<file path="src/design/adc_readout_pkg.sv">
package adc_readout_pkg;

  localparam int RESULT_BITS  = 12;
  localparam int LEAD_ZEROS   = 2;
  localparam int TRAIL_ZEROS  = 2;
  localparam int FRAME_SLOTS  = LEAD_ZEROS + RESULT_BITS + TRAIL_ZEROS;
  localparam int TRACK_EDGE   = 14;
  localparam int SLOT_W       = 5;

  localparam logic [SLOT_W-1:0] SLOT_FIRST = 5'h00;
  localparam logic [SLOT_W-1:0] SLOT_LAST  = 5'h0F;
  localparam logic [SLOT_W-1:0] SLOT_DONE  = 5'h10;
  localparam logic [SLOT_W-1:0] SLOT_TRACK = 5'h0E;
  localparam logic [SLOT_W-1:0] SLOT_MSB   = 5'h01;
  localparam logic [SLOT_W-1:0] SLOT_LSB   = 5'h0C;

  typedef enum logic [2:0] {
    ST_IDLE  = 3'b001,
    ST_SHIFT = 3'b010,
    ST_DONE  = 3'b100
  } frame_state_type;

  typedef struct packed {
    logic cs_fall;
    logic cs_rise;
    logic sck_fall;
  } pin_event_type;

endpackage

</file>
<file path="src/design/adc_readout.sv">
`timescale 1ns/1ps
module adc_readout
  import adc_readout_pkg::*;
#(
  parameter int DATA_W = RESULT_BITS
)
(
  input  wire logic              CLK,
  input  wire logic              ARST_N,
  input  wire logic              CS_N,
  input  wire logic              SCK,
  input  wire logic [DATA_W-1:0] SAMPLE_CODE,
  output logic                   SERIAL_DATA_OUT_O,
  output logic                   SERIAL_DATA_OUT_OE_N,
  output logic                   TRACKING,
  output logic                   CONV_DONE,
  output logic [DATA_W-1:0]      RESULT
);

  pin_event_type         ev;
  logic                  cs_low;
  frame_state_type       state;
  logic [SLOT_W-1:0]     slot;
  logic [DATA_W-1:0]     trial;
  logic [DATA_W-1:0]     held_code;
  logic [DATA_W-1:0]     frame_bits;

  pin_sync u_pin_sync
  (
    .clk      (CLK),
    .arst_n   (ARST_N),
    .cs_n_pin (CS_N),
    .sck_pin  (SCK),
    .events   (ev),
    .cs_low   (cs_low)
  );

  // frame sequencer
  always_ff @(posedge CLK or negedge ARST_N)
  begin
    if (!ARST_N)
    begin
      state <= ST_IDLE;
      slot  <= SLOT_FIRST;
    end
    else if (ev.cs_rise || !cs_low)
    begin
      state <= ST_IDLE;
      slot  <= SLOT_FIRST;
    end
    else if (ev.cs_fall)
    begin
      state <= ST_SHIFT;
      slot  <= SLOT_FIRST;
    end
    else if (ev.sck_fall && state == ST_SHIFT)
    begin
      slot <= slot + 5'h01;
      if (slot == SLOT_LAST)
      begin
        state <= ST_DONE;
      end
    end
  end

  // sample held at conversion start, refined one bit per shift clock
  always_ff @(posedge CLK or negedge ARST_N)
  begin
    if (!ARST_N)
    begin
      held_code <= '0;
      trial     <= '0;
    end
    else if (ev.cs_fall)
    begin
      held_code <= SAMPLE_CODE;
      trial     <= '0;
    end
    else if (ev.sck_fall && state == ST_SHIFT && slot < SLOT_TRACK - 5'h01)
    begin
      if (slot >= SLOT_MSB)
      begin
        trial[DATA_W - int'(slot)] <= held_code[DATA_W - int'(slot)];
      end
    end
  end

  always_comb
  begin
    frame_bits = trial;
    if (ev.sck_fall && slot >= SLOT_MSB && slot <= SLOT_LSB)
    begin
      frame_bits[DATA_W - int'(slot)] = held_code[DATA_W - int'(slot)];
    end
  end

  // serial output, slot n+1 driven on the fall that leaves slot n
  always_ff @(posedge CLK or negedge ARST_N)
  begin
    if (!ARST_N)
    begin
      SERIAL_DATA_OUT_O    <= 1'b0;
      SERIAL_DATA_OUT_OE_N <= 1'b1;
    end
    else if (!cs_low)
    begin
      SERIAL_DATA_OUT_O    <= 1'b0;
      SERIAL_DATA_OUT_OE_N <= 1'b1;
    end
    else if (ev.cs_fall)
    begin
      SERIAL_DATA_OUT_O    <= 1'b0;
      SERIAL_DATA_OUT_OE_N <= 1'b0;
    end
    else if (ev.sck_fall && state == ST_SHIFT)
    begin
      if (slot == SLOT_LAST)
      begin
        SERIAL_DATA_OUT_O    <= 1'b0;
        SERIAL_DATA_OUT_OE_N <= 1'b1;
      end
      else if (slot >= SLOT_MSB && slot <= SLOT_LSB)
      begin
        SERIAL_DATA_OUT_O <= frame_bits[DATA_W - int'(slot)];
      end
      else
      begin
        SERIAL_DATA_OUT_O <= 1'b0;
      end
    end
  end

  // tracking and result status
  always_ff @(posedge CLK or negedge ARST_N)
  begin
    if (!ARST_N)
    begin
      TRACKING  <= 1'b1;
      CONV_DONE <= 1'b0;
      RESULT    <= '0;
    end
    else
    begin
      CONV_DONE <= 1'b0;
      if (ev.cs_fall)
      begin
        TRACKING <= 1'b0;
      end
      else if (ev.sck_fall && state == ST_SHIFT && slot == SLOT_TRACK - 5'h01)
      begin
        TRACKING <= 1'b1;
      end
      else if (ev.cs_rise)
      begin
        TRACKING <= 1'b1;
      end
      if (ev.sck_fall && state == ST_SHIFT && slot == SLOT_TRACK - 5'h02)
      begin
        CONV_DONE <= 1'b1;
        RESULT    <= frame_bits;
      end
    end
  end
endmodule

</file>
<file path="src/design/pin_sync.sv">
`timescale 1ns/1ps
module pin_sync
  import adc_readout_pkg::*;
(
  input  wire logic          clk,
  input  wire logic          arst_n,
  input  wire logic          cs_n_pin,
  input  wire logic          sck_pin,
  output pin_event_type      events,
  output logic               cs_low
);

  logic [1:0] cs_sync;
  logic [1:0] sck_sync;
  logic       cs_prev;
  logic       sck_prev;

  always_ff @(posedge clk or negedge arst_n)
  begin
    if (!arst_n)
    begin
      cs_sync  <= 2'b11;
      sck_sync <= 2'b00;
      cs_prev  <= 1'b1;
      sck_prev <= 1'b0;
    end
    else
    begin
      cs_sync  <= {cs_sync[0], cs_n_pin};
      sck_sync <= {sck_sync[0], sck_pin};
      cs_prev  <= cs_sync[1];
      sck_prev <= sck_sync[1];
    end
  end

  always_comb
  begin
    events.cs_fall  = cs_prev & ~cs_sync[1];
    events.cs_rise  = ~cs_prev & cs_sync[1];
    events.sck_fall = sck_prev & ~sck_sync[1] & ~cs_sync[1];
    cs_low          = ~cs_sync[1];
  end

endmodule

</file>
<file path="config.mk">
export PLATFORM = sky130hd
export DESIGN_NAME = adc_readout
export DESIGN_NICKNAME = d
export VERILOG_FILES = /design/src/design/adc_readout_pkg.sv /design/src/design/adc_readout.sv /design/src/design/pin_sync.sv
export SDC_FILE = /design/constraint.sdc
export NUM_CORES = 1
export LEC_CHECK = 0
export BUFFER_PORTS_ARGS = -buffer_cell sky130_fd_sc_hd__buf_2
export CORE_ASPECT_RATIO = 0.75
export CORE_MARGIN = 5
export CORE_UTILIZATION = 30
export DETAILED_ROUTE_END_ITERATION = 7
export PLACE_DENSITY = 0.56
export SYNTH_ARGS = -nofsm -noshare
export SYNTH_HDL_FRONTEND = slang
export SYNTH_SLANG_ARGS = --single-unit
</file>
<file path="constraint.sdc">
create_clock -name CLK -period 3.71 [get_ports CLK]
set_input_delay 0.371 -clock CLK [delete_from_list [all_inputs] [get_ports CLK]]
set_output_delay 0.371 -clock CLK [all_outputs]
set_load 0.03 [all_outputs]
</file>
==> results by group, run 1 <==
Routing
  • Via density: roughly 5.2
  • Routed wire length per instance: 17.0 µm
  • Detailed-route wire length: a little over 8 mm
  • Router iterations before antenna repair: 5
  • First-iteration detailed-routing DRC count: 221
  • Via count: 2559
  • DR DRC count: 0
  • Antenna Nets Post-Route: 0

Yosys
  • Top_reg_cell synth: dfrtp_1
  • Ys Warns: 0
  • Synthesized area: approximately 3200 µm²
  • Post-Synthesis Net Count: roughly 350
  • Yosys cell types: 62
  • Post-Syn Instances: 324
  • Post-synthesis sequential area ratio: between 40% and 50%
  • Mean post-synth cell area: between 9 and 10 µm²
  • Number of synthesized flops with an enable pin: 0
  • Ys async rst share: between 90% and 100%
  • Flops & latches, synth: 54

Setup path
  • Worst reg2reg endpoint: SERIAL_DATA_OUT_O
  • Crit path buffers/inverters: 1
  • Worst EP required: between 3000 and 4000 ps
  • Critical path class: flop to flop
  • Critical-path top delay cell: dfrtp_1
  • Startpoint types: flop
  • Cell family with most CP delay: compound AO/OA/AOI/OAI gates
  • CP endpoint kind: flop
  • Crit path launch: slot[1]
  • R2R Setup Slk: 540 ps
  • Crit-path cells: inv_1 -> ha_1 -> nor3b_2 -> o21ai_1 -> nor4_1 -> mux2i_1 -> a22oi_1 -> a221oi_1 -> o21ai_1
  • Worst-path fanout max: 13
  • Worst setup endpoint: SERIAL_DATA_OUT_O
  • Reg-to-Reg Start: slot[1]
  • Crit-path max cell delay: 530 ps
  • FF-to-FF path depth: 9
  • WP depth: 9
  • Arr. time, crit path: 3340 ps
  • Top cell by count, worst path: o21ai_1

Floorplanning
  • I/O Pins: 32
  • Row cnt: 32
  • Die Wd: 129 µm
  • Full die area: 12800 µm²
  • Die Ht: 99.3 µm
  • Core ar.: 10300 µm²
  • Initial Utilization: between 30% and 40%

STA
  • Setup Skew: ~7.4 ps
  • Min Tclk post-route: 3170 ps
  • Unrepaired setup endpoints after global routing: false
  • Slew margin rel.: 46.3%
  • Slew Limit Fails: 0
  • Hold Fails Final Rpt: 0
  • Tcrit/Tclk final: 85.4%
  • Actual slew at the worst max-slew pin: 783 ps
  • Setup Viol. Count Final: 0
  • Hold Slack: about 60 ps
  • Maximum achievable frequency: about 320 MHz
  • Total Neg Setup Slack: 0 ps

GRT
  • First-pass GRT wire length: 13.6 mm
  • GR Overflow Total: 0
  • Initial antenna violation count: 0
  • Global Route met1 Usage: 21.1%
  • GRT Util Overall: 13.5%
  • M3 GR Usage: about 3.3%
  • M2 GR Usage: between 15 and 20%
  • Largest net degree at the start of global routing: 32
  • Number of global-route vias before repair: 2491
  • Gr busiest metal: met1

Clocking
  • Post-CTS Setup Inserts: 0
  • CTS max path bufs: 2
  • Hold_buf cts: 0
  • Total CTS buffers: 5
  • CTS-repair resized insts: 0
  • Htree depth: 2
  • TritonCTS clock tree: done
  • Clk root buf: clkbuf_16
  • Clk sinks: 54
  • Clock latency on the worst-skew pair: 300 ps
  • Worst-path clk slew: 70 ps

Pwr
  • Pwr Density: 392 nW/µm²
  • Pleak: approximately 1.6 nW
  • VDD IR max: between 0.2 and 0.25 mV

Finish
  • Antenna Cells: 0
  • Layout cells sized above 1: 22.4%
  • Final net count: 379
  • Area Overhead vs Synth: 14.5%

Placement
  • # port buffers: 31
  • Post-DP HPWL: 6.34 mm
  • Routability cong.: 0.979

Outcome
  • Status: finished clean

Worst hold path
  • Hold Crit Class: input pin to async pin

Run
  • Max_cap viols: 0
[logic make-up (layout without fill, tap and decap cells)]
group	Yosys count	count (layout)	synth area share (%)
AO/OA/AOI/OAI	71	71	15.3
buffers and inverters	25	54	3.45
adder cells (fa/ha/maj)	11	11	4.31
AND/OR/NAND/NOR	120	120	19.3
multiplexers	39	39	14.0
flip-flops	54	54	42.6
XOR/XNOR	4	4	1.10
[through the flow]
step                utilization, %  power, mW  std cells  setup WS, ps  cell area [µm²]
finish                        35.4       1.43        489           542             3660
global route                  35.4       1.50        489           266             3660
CTS                           35.4       1.45        489           588             3660
detailed placement            33.7      0.904        481           623             3490
global placement              33.7      0.904        481           643             3490
floorplan                        -      0.821        324           975             3190
[synthesized netlist by cell type (all sizes together) (2+ instances only)]
| master | count | area share (%) |
|---|---|---|
| o21a | 3 | 0.71 |
| ha | 11 | 4.3 |
| o22ai | 2 | 0.39 |
| dfrtp | 48 | 38 |
| o211a | 2 | 0.63 |
| clkinv | 2 | 0.24 |
| o2111ai | 3 | 0.82 |
| inv | 7 | 0.82 |
| nor4b | 2 | 1.0 |
| mux2 | 14 | 4.9 |
| nor4 | 2 | 0.39 |
| nor3 | 15 | 2.7 |
| a31oi | 5 | 0.98 |
| and2 | 4 | 0.78 |
| or3 | 6 | 1.3 |
| clkbuf | 7 | 0.86 |
| o21ai | 27 | 4.4 |
| dfstp | 6 | 4.9 |
| mux2i | 22 | 6.9 |
| o311a | 2 | 0.67 |
| and3 | 2 | 0.39 |
| o31a | 3 | 0.82 |
| o211ai | 4 | 1.1 |
| nor2b | 3 | 0.59 |
| mux4 | 3 | 2.1 |
| a21o | 2 | 0.47 |
| a21boi | 3 | 0.71 |
| a22oi | 2 | 0.47 |
| xnor2 | 2 | 0.55 |
| buf | 9 | 1.5 |
| o31ai | 2 | 0.47 |
| xor2 | 2 | 0.55 |
| nand4 | 5 | 0.98 |
| nor2 | 29 | 3.4 |
| nand3 | 8 | 1.3 |
| nand2 | 37 | 4.4 |
| a21oi | 4 | 0.63 |
[final cells by class]
class                           instances  area, µm²
Clock buffer                            5        125
Clock inverter                          3       45.0
Fill cell                            1080       6670
Inverter                                9       33.8
Multi-Input combinational cell        245       1720
Sequential cell                        54       1360
Tap cell                              136        170
Timing Repair Buffer                   37        200
[placed cells by master (no fill, tap or decap), types with 4 or more instances in the layout]
master     instances
buf_4              6
a21oi_1            4
a31oi_1            5
dfstp_2            6
buf_2             31
nand2_1           37
nand4_1            5
nand3_1            8
dfrtp_1           48
ha_1              11
o21ai_0           13
mux2i_1           22
nor2_1            29
nor3_1            14
inv_1              7
mux2_2            14
o21ai_1           13
or3_1              5
clkbuf_16          5
and2_1             4
[worst min-delay path by stage]
| stage | end | slack, ps | cells past startpoint |
|---|---|---|---|
| 2_1_floorplan | CONV_DONE | 80 | 0 |
| 3_3_place_gp | u_pin_sync.sck_sync[1] | 340 | 0 |
| 3_5_place_dp | u_pin_sync.sck_sync[1] | 340 | 0 |
| 4_1_cts | SERIAL_DATA_OUT_O | 80 | 1 |
| 5_1_grt | held_code[1] | 100 | 1 |
| 6_report | held_code[1] | 60 | 1 |
[power breakdown]
part / switching (mW) / internal (mW)
sequential: 0.0221 / 0.622
combinational: 0.151 / 0.0963
clock: 0.223 / 0.319
total: 0.396 / 1.04
[flip-flops by register name, summed over array words and instances, names as in the netlist]
register / count
u_pin_sync.cs_prev: 1
u_pin_sync.sck_sync: 2
CONV_DONE: 1
SERIAL_DATA_OUT_O: 1
RESULT: 12
SERIAL_DATA_OUT_OE_N: 1
u_pin_sync.sck_prev: 1
u_pin_sync.cs_sync: 2
held_code: 12
slot: 5
TRACKING: 1
state: 3
trial: 12
[metal layers]
metal	up-vias	wire length [µm]
met5	-	0
met4	0	119
met3	10	532
met2	81	3260
met1	1233	4400
li1	1235	-
Note: power is estimated with default switching activity, not from simulation.
==> run 2: changes to the inputs <==
--- a/config.mk
+++ b/config.mk
@@ -5,6 +5,7 @@
 export SDC_FILE = /design/constraint.sdc
 export NUM_CORES = 1
 export LEC_CHECK = 0
+export ABC_AREA = 1
 export BUFFER_PORTS_ARGS = -buffer_cell sky130_fd_sc_hd__buf_2
 export CORE_ASPECT_RATIO = 0.75
 export CORE_MARGIN = 5
==> run 2 against run 1 <==
  * Wire length down 10%
  * Hold slack improved by 31 ps
  * Sequential power hardly changed
  * Flip-flop and latch count is the same
  * Final cell count up 11%
  * Synthesized cell count grew 16%
  * Maximum frequency grew 20%
  * Area after synthesis down 4.8%
  * Global-route usage down 0.64 points
==> results by group, run 2 <==
Yosys
  • Top_reg_cell synth: dfrtp_1
  • Synth area leader: dfrtp_1
  • Ys Warns: 0
  • Post-Syn Instances: between 300 and 400
  • Yosys cell types: 30
  • Top cells by area, synth: dfrtp_1, nand2_1, nand3_1
  • Mean post-synth cell area: 8.08 µm²
  • Synthesized area: 3040 µm²
  • Top cells by count, synth: nand2_1, nand3_1, dfrtp_1, inv_1, o21ai_0
  • Ys async rst share: 100%
  • Post-synthesis sequential area ratio: 44.7%
  • Most common cell in the netlist: nand2_1
  • Synth top area share: 39.5%
  • Number of synthesized flops with an enable pin: 0
  • Flops & latches, synth: 54
  • Post-Synthesis Net Count: 403

Setup path
  • Startpoint types: flop
  • Worst reg2reg endpoint: SERIAL_DATA_OUT_O
  • FF-to-FF path depth: 15
  • Worst EP required: 3940 ps
  • Arr. time, crit path: 2870 ps
  • Critical path class: flop to flop
  • R2R Setup Slk: 1080 ps
  • CP endpoint kind: flop
  • Worst-path fanout max: 10
  • Reg-to-Reg Start: slot[1]

STA
  • Hold Slack: 91.1 ps
  • Hold Fails Final Rpt: 0
  • Total Neg Setup Slack: 0 ps
  • Setup Viol. Count Final: 0
  • Setup Skew: ~4.4 ps
  • Maximum achievable frequency: 380 MHz
  • Slew Limit Fails: 0
  • Final setup margin: about 1100 ps
  • Actual slew at the worst max-slew pin: 835 ps
  • Tcrit/Tclk final: 71.0%
  • Min Tclk post-route: 2630 ps
  • Unrepaired setup endpoints after global routing: false
  • Slew margin rel.: ~44%

Routing
  • Via density: ~4.8
  • Antenna Nets Post-Route: 0
  • Via count: ~2600
  • Router iterations before antenna repair: 4
  • First-iteration detailed-routing DRC count: between 150 and 200
  • DR DRC count: 0
  • Routed wire length per instance: 13.8 µm
  • Detailed-route wire length: 7.49 mm

Placement
  • Placed instance area: 3340 µm²
  • Placed insts: 533
  • Routability cong.: slightly below 0.9
  • Worst slack, placed: 1090 ps
  • Post-DP HPWL: 5.60 mm
  • # port buffers: 31

Clocking
  • Htree depth: 2
  • Total CTS buffers: 5
  • Clock latency on the worst-skew pair: approximately 300 ps
  • Clk sinks: 54
  • Clk root buf: clkbuf_16
  • CTS-repair resized insts: 0
  • CTS max path bufs: 2
  • Hold_buf cts: 0
  • Worst-path clk slew: 70 ps
  • TritonCTS clock tree: done
  • Post-CTS Setup Inserts: 0

Pwr
  • Total power: about 1.8 mW
  • Pleak: between 1.5 and 2 nW
  • Pwr Density: 520 nW/µm²
  • VDD IR max: 0.184 mV

GRT
  • Initial antenna violation count: 0
  • GR Overflow Total: 0
  • GRT Util Overall: around 13%
  • Largest net degree at the start of global routing: 29
  • First-pass GRT wire length: roughly 13 mm
  • Number of global-route vias before repair: 2496

Finish
  • Filler Cell Count: roughly 1100
  • Fin util: a little over a third
  • Commonest cells after routing, fill and taps aside: nand2_1, nand3_1, dfrtp_1
  • Regs by FF count: RESULT x12, held_code x12, trial x12
  • Layout cells sized above 1: 16.1%
  • Fin cells: 541
  • Antenna Cells: 0
  • Final net count: 435
  • Area Overhead vs Synth: 14.7%
  • Commonest non-fill, non-tap cell in the layout: nand2_1
  • Final instance area: 3490 µm²

Floorplanning
  • Core ar.: ~10000 µm²
  • Die Ht: a little under 100 µm
  • Initial Utilization: 31.1%
  • Full die area: 12300 µm²
  • Die Wd: 126 µm
  • I/O Pins: 32
  • Row cnt: 31

Run
  • Max_cap viols: 0

Outcome
  • Status: finished clean

Worst hold path
  • Hold Crit Class: input pin to async pin
[run 2: changes by cell type after synthesis, sizes merged, moves of 15 or more]
cell / change
nand3: +55
nand2: +49
inv: +36
mux2i: -22
a21oi: +15
nor3: -15
[run 2: worst max path at each step]
stage / from / end / slack (ps) / depth (start not counted)
after global placement: slot[1] / SERIAL_DATA_OUT_O / 1220 / 15
after floorplan: slot[0] / SERIAL_DATA_OUT_O / 1340 / 16
final: slot[1] / SERIAL_DATA_OUT_O / 1080 / 15
after CTS: slot[1] / SERIAL_DATA_OUT_O / 1060 / 15
after detailed placement: slot[1] / SERIAL_DATA_OUT_O / 1090 / 15
after global routing: slot[1] / SERIAL_DATA_OUT_O / 770 / 15
[run 2: kinds of logic after synthesis]
family / share of synthesized area, %
compound gates: 14.2
xor+xnor: 1.44
fa+ha+maj: 4.53
buf+inv: 7.45
flops: 44.7
simple gates: 27.6
[run 2: layout make-up]
class	instances	area, µm²	area share (%)
multi-input combinational	266	1450	41.7
sequential	54	1360	39.0
timing repair buffer	36	193	5.53
inverter	45	169	4.84
tap	132	165	4.74
clock buffer	7	143	4.09
clock inverter	1	5.00	0.144
[run 2: where the power goes]
group	internal, mW	switching [mW]	total [mW]
registers	0.626	0.0211	0.647
logic	0.209	0.480	0.689
clock network	0.268	0.208	0.476
total	1.10	0.709	1.81
[run 2: worst max-delay path, cell delays in order (launching register included)]
cell	delay, ps
dfrtp_1	440
inv_1	140
ha_1	410
inv_1	250
nand3_1	130
nand2_1	140
nand3_2	230
nand3_1	180
nand3_1	100
nand3_1	110
nand3_1	100
nand3_1	100
nand2_1	50
nand2_1	50
nand3_1	70
nand2_1	60
[run 2: routing by layer]
metal | share of wire [%] | GRT usage, %
met1 | 52 | 19.2
met2 | 41 | 18.0
met3 | 5.4 | 3.46
met4 | 1.0 | 3.87
met5 | 0 | 0
==> run 3: changes to the inputs <==
==> constraint.sdc (replaced) <==
create_clock -name CLK -period 2.7 [get_ports CLK]
set_input_delay 0.27 -clock CLK [delete_from_list [all_inputs] [get_ports CLK]]
set_output_delay 0.27 -clock CLK [all_outputs]
set_load 0.03 [all_outputs]
==> run 3 against run 2 <==
  * Utilization increased by 0.49 points
  * Hold slack got worse by 18 ps
  * Sequential share of layout area is 0.49 points lower
  * Sequential power is 38% higher
  * Flip-flop and latch count did not move
  * Register-to-register slack got worse by 830 ps
  * Power up 41%
  * Clock skew barely moved
  * Critical path depth is the same
  * First-iteration DRC count grew 5.1%
  * Via count grew 3.6%
  * Clock-buffer cell count grew 1
==> results by group, run 3 (synthesis results as in run 2) <==
Routing
  • First-iteration detailed-routing DRC count: 205
  • Detailed-route wire length: between 7 and 8 mm
  • Via density: 4.86
  • Antenna Nets Post-Route: 0
  • Router iterations before antenna repair: 4
  • DR DRC count: 0
  • Via count: 2663
  • Routed wire length per instance: 14.0 µm

Clocking
  • TritonCTS clock tree: done
  • Clock latency on the worst-skew pair: ~300 ps
  • Htree depth: 2
  • CTS max path bufs: 2
  • Clk root buf: clkbuf_16
  • Hold_buf cts: 0
  • Total CTS buffers: 5
  • Clk sinks: 54
  • Worst-path clk slew: 70 ps

Floorplanning
  • Row cnt: 31
  • Core ar.: 9770 µm²
  • Die Wd: approximately 130 µm
  • Full die area: 12300 µm²
  • Initial Utilization: 31.1%
  • I/O Pins: 32
  • Die Ht: 97.2 µm

Run
  • Max_cap viols: 0

Finish
  • Fin util: 36.2%
  • Layout cells sized above 1: roughly 18%
  • Commonest cells after routing, fill and taps aside: nand2_1, nand3_1, dfrtp_1
  • Final net count: between 400 and 500
  • Antenna Cells: 0
  • Area Overhead vs Synth: 16.3%
  • Filler Cell Count: 1026
  • Regs by FF count: RESULT x12, held_code x12, trial x12
  • Commonest non-fill, non-tap cell in the layout: nand2_1

GRT
  • Number of global-route vias before repair: 2714
  • Largest net degree at the start of global routing: 55
  • First-pass GRT wire length: 13.4 mm
  • Initial antenna violation count: 0
  • GRT Util Overall: 13.4%
  • GR Overflow Total: 0

Outcome
  • Status: finished clean

STA
  • Unrepaired setup endpoints after global routing: false
  • Slew Limit Fails: 0
  • Tcrit/Tclk final: 90.7%
  • Actual slew at the worst max-slew pin: 700 ps
  • Hold Fails Final Rpt: 0
  • Min Tclk post-route: 2450 ps
  • Total Neg Setup Slack: 0 ps
  • Slew margin rel.: 53.3%
  • Setup Skew: ~4.4 ps
  • Setup Viol. Count Final: 0
  • Maximum achievable frequency: 408 MHz

Placement
  • Routability cong.: 0.871
  • # port buffers: 31
  • Post-DP HPWL: about 5.6 mm

Pwr
  • Pleak: about 1.7 nW
  • VDD IR max: 0.233 mV
  • Pwr Density: 725 nW/µm²

Setup path
  • CP endpoint kind: flop
  • Worst setup endpoint: SERIAL_DATA_OUT_O
  • Worst reg2reg endpoint: SERIAL_DATA_OUT_O
  • R2R Setup Slk: 250 ps
  • Arr. time, crit path: ~2700 ps
  • Critical path class: flop to flop
  • Reg-to-Reg Start: slot[1]
  • Worst-path fanout max: 10
  • FF-to-FF path depth: 15
  • Crit path launch: slot[1]
  • Startpoint types: flop
  • Worst EP required: 2940 ps

Worst hold path
  • Hold Crit Class: input pin to flop
  • WHS Path Cells: 1
  • Hold_sp: CS_N
## run 3: changes by cell type in the layout (fill, tap and decap cells not counted), sizes merged
| cell | previous run | this run |
|---|---|---|
| buf | 36 | 43 |
| clkbuf | 7 | 8 |
| clkinv | 3 | 2 |
## run 3: what timing repair did
item                       CTS  global route
buffers inserted             0             4
gates resized for setup      0             3
setup endpoints to repair    0             1
hold endpoints to repair     0             0
## run 3: power by group
| part | internal (mW) | total (mW) | switching, mW | leakage, nW |
|---|---|---|---|---|
| Combinational | 0.367 | 1.04 | 0.676 | 0.953 |
| Sequential | 0.861 | 0.891 | 0.0297 | 0.702 |
| Clock | 0.346 | 0.629 | 0.284 | 0.0652 |
| Total | 1.57 | 2.56 | 0.989 | 1.72 |
## run 3: metrics by stage
stage	cell area [µm²]	instances	setup slack, ps	hold slack [ps]	power, mW
finish	3530	548	251	73.3	2.56
global route	3530	548	7.52	60.1	2.77
CTS	3500	544	166	65.1	2.51
detailed placement	3360	536	202	346	1.87
global placement	3360	536	236	335	1.86
floorplan	3040	376	332	-25.6	1.60
## run 3: critical path: stages, from the launching register on
cell and delay [ps]:
dfrtp_2 450, inv_1 180, ha_1 330, inv_1 160
nand3_1 90, nand2_1 120, nand3_2 220, nand3_1 180
nand3_1 100, nand3_1 110, nand3_1 90, nand3_1 100
nand2_1 60, nand2_1 50, nand3_1 70, nand2_1 80
## run 3: worst min-delay path by stage
| stage | endpoint |
|---|---|
| 2_1_floorplan | CONV_DONE |
| 3_3_place_gp | u_pin_sync.sck_sync[1] |
| 3_5_place_dp | u_pin_sync.sck_sync[1] |
| 4_1_cts | u_pin_sync.cs_sync[0] |
| 5_1_grt | u_pin_sync.cs_sync[0] |
| 6_report | u_pin_sync.cs_sync[0] |
## run 3: area by class of cell
cell class              instances  area (µm²)  area share (%)
repair buffers                 43         245            6.94
inverters                      45         169            4.78
clock buffers                   8         136            3.86
multi-input cells             266        1460            41.3
well taps                     132         165            4.67
flip-flops and latches         54        1360            38.5
## run 3: routing by layer
| metal | routed length, µm | vias up | track usage [%] | share of wire (%) |
|---|---|---|---|---|
| met5 | 0 | - | 0 | 0 |
| met4 | 148 | 0 | 5.28 | 1.9 |
| met3 | 469 | 13 | 3.19 | 6.1 |
| met2 | 3290 | 78 | 19.7 | 43 |
| met1 | 3780 | 1235 | 19.0 | 49 |
| li1 | - | 1337 | - | - |
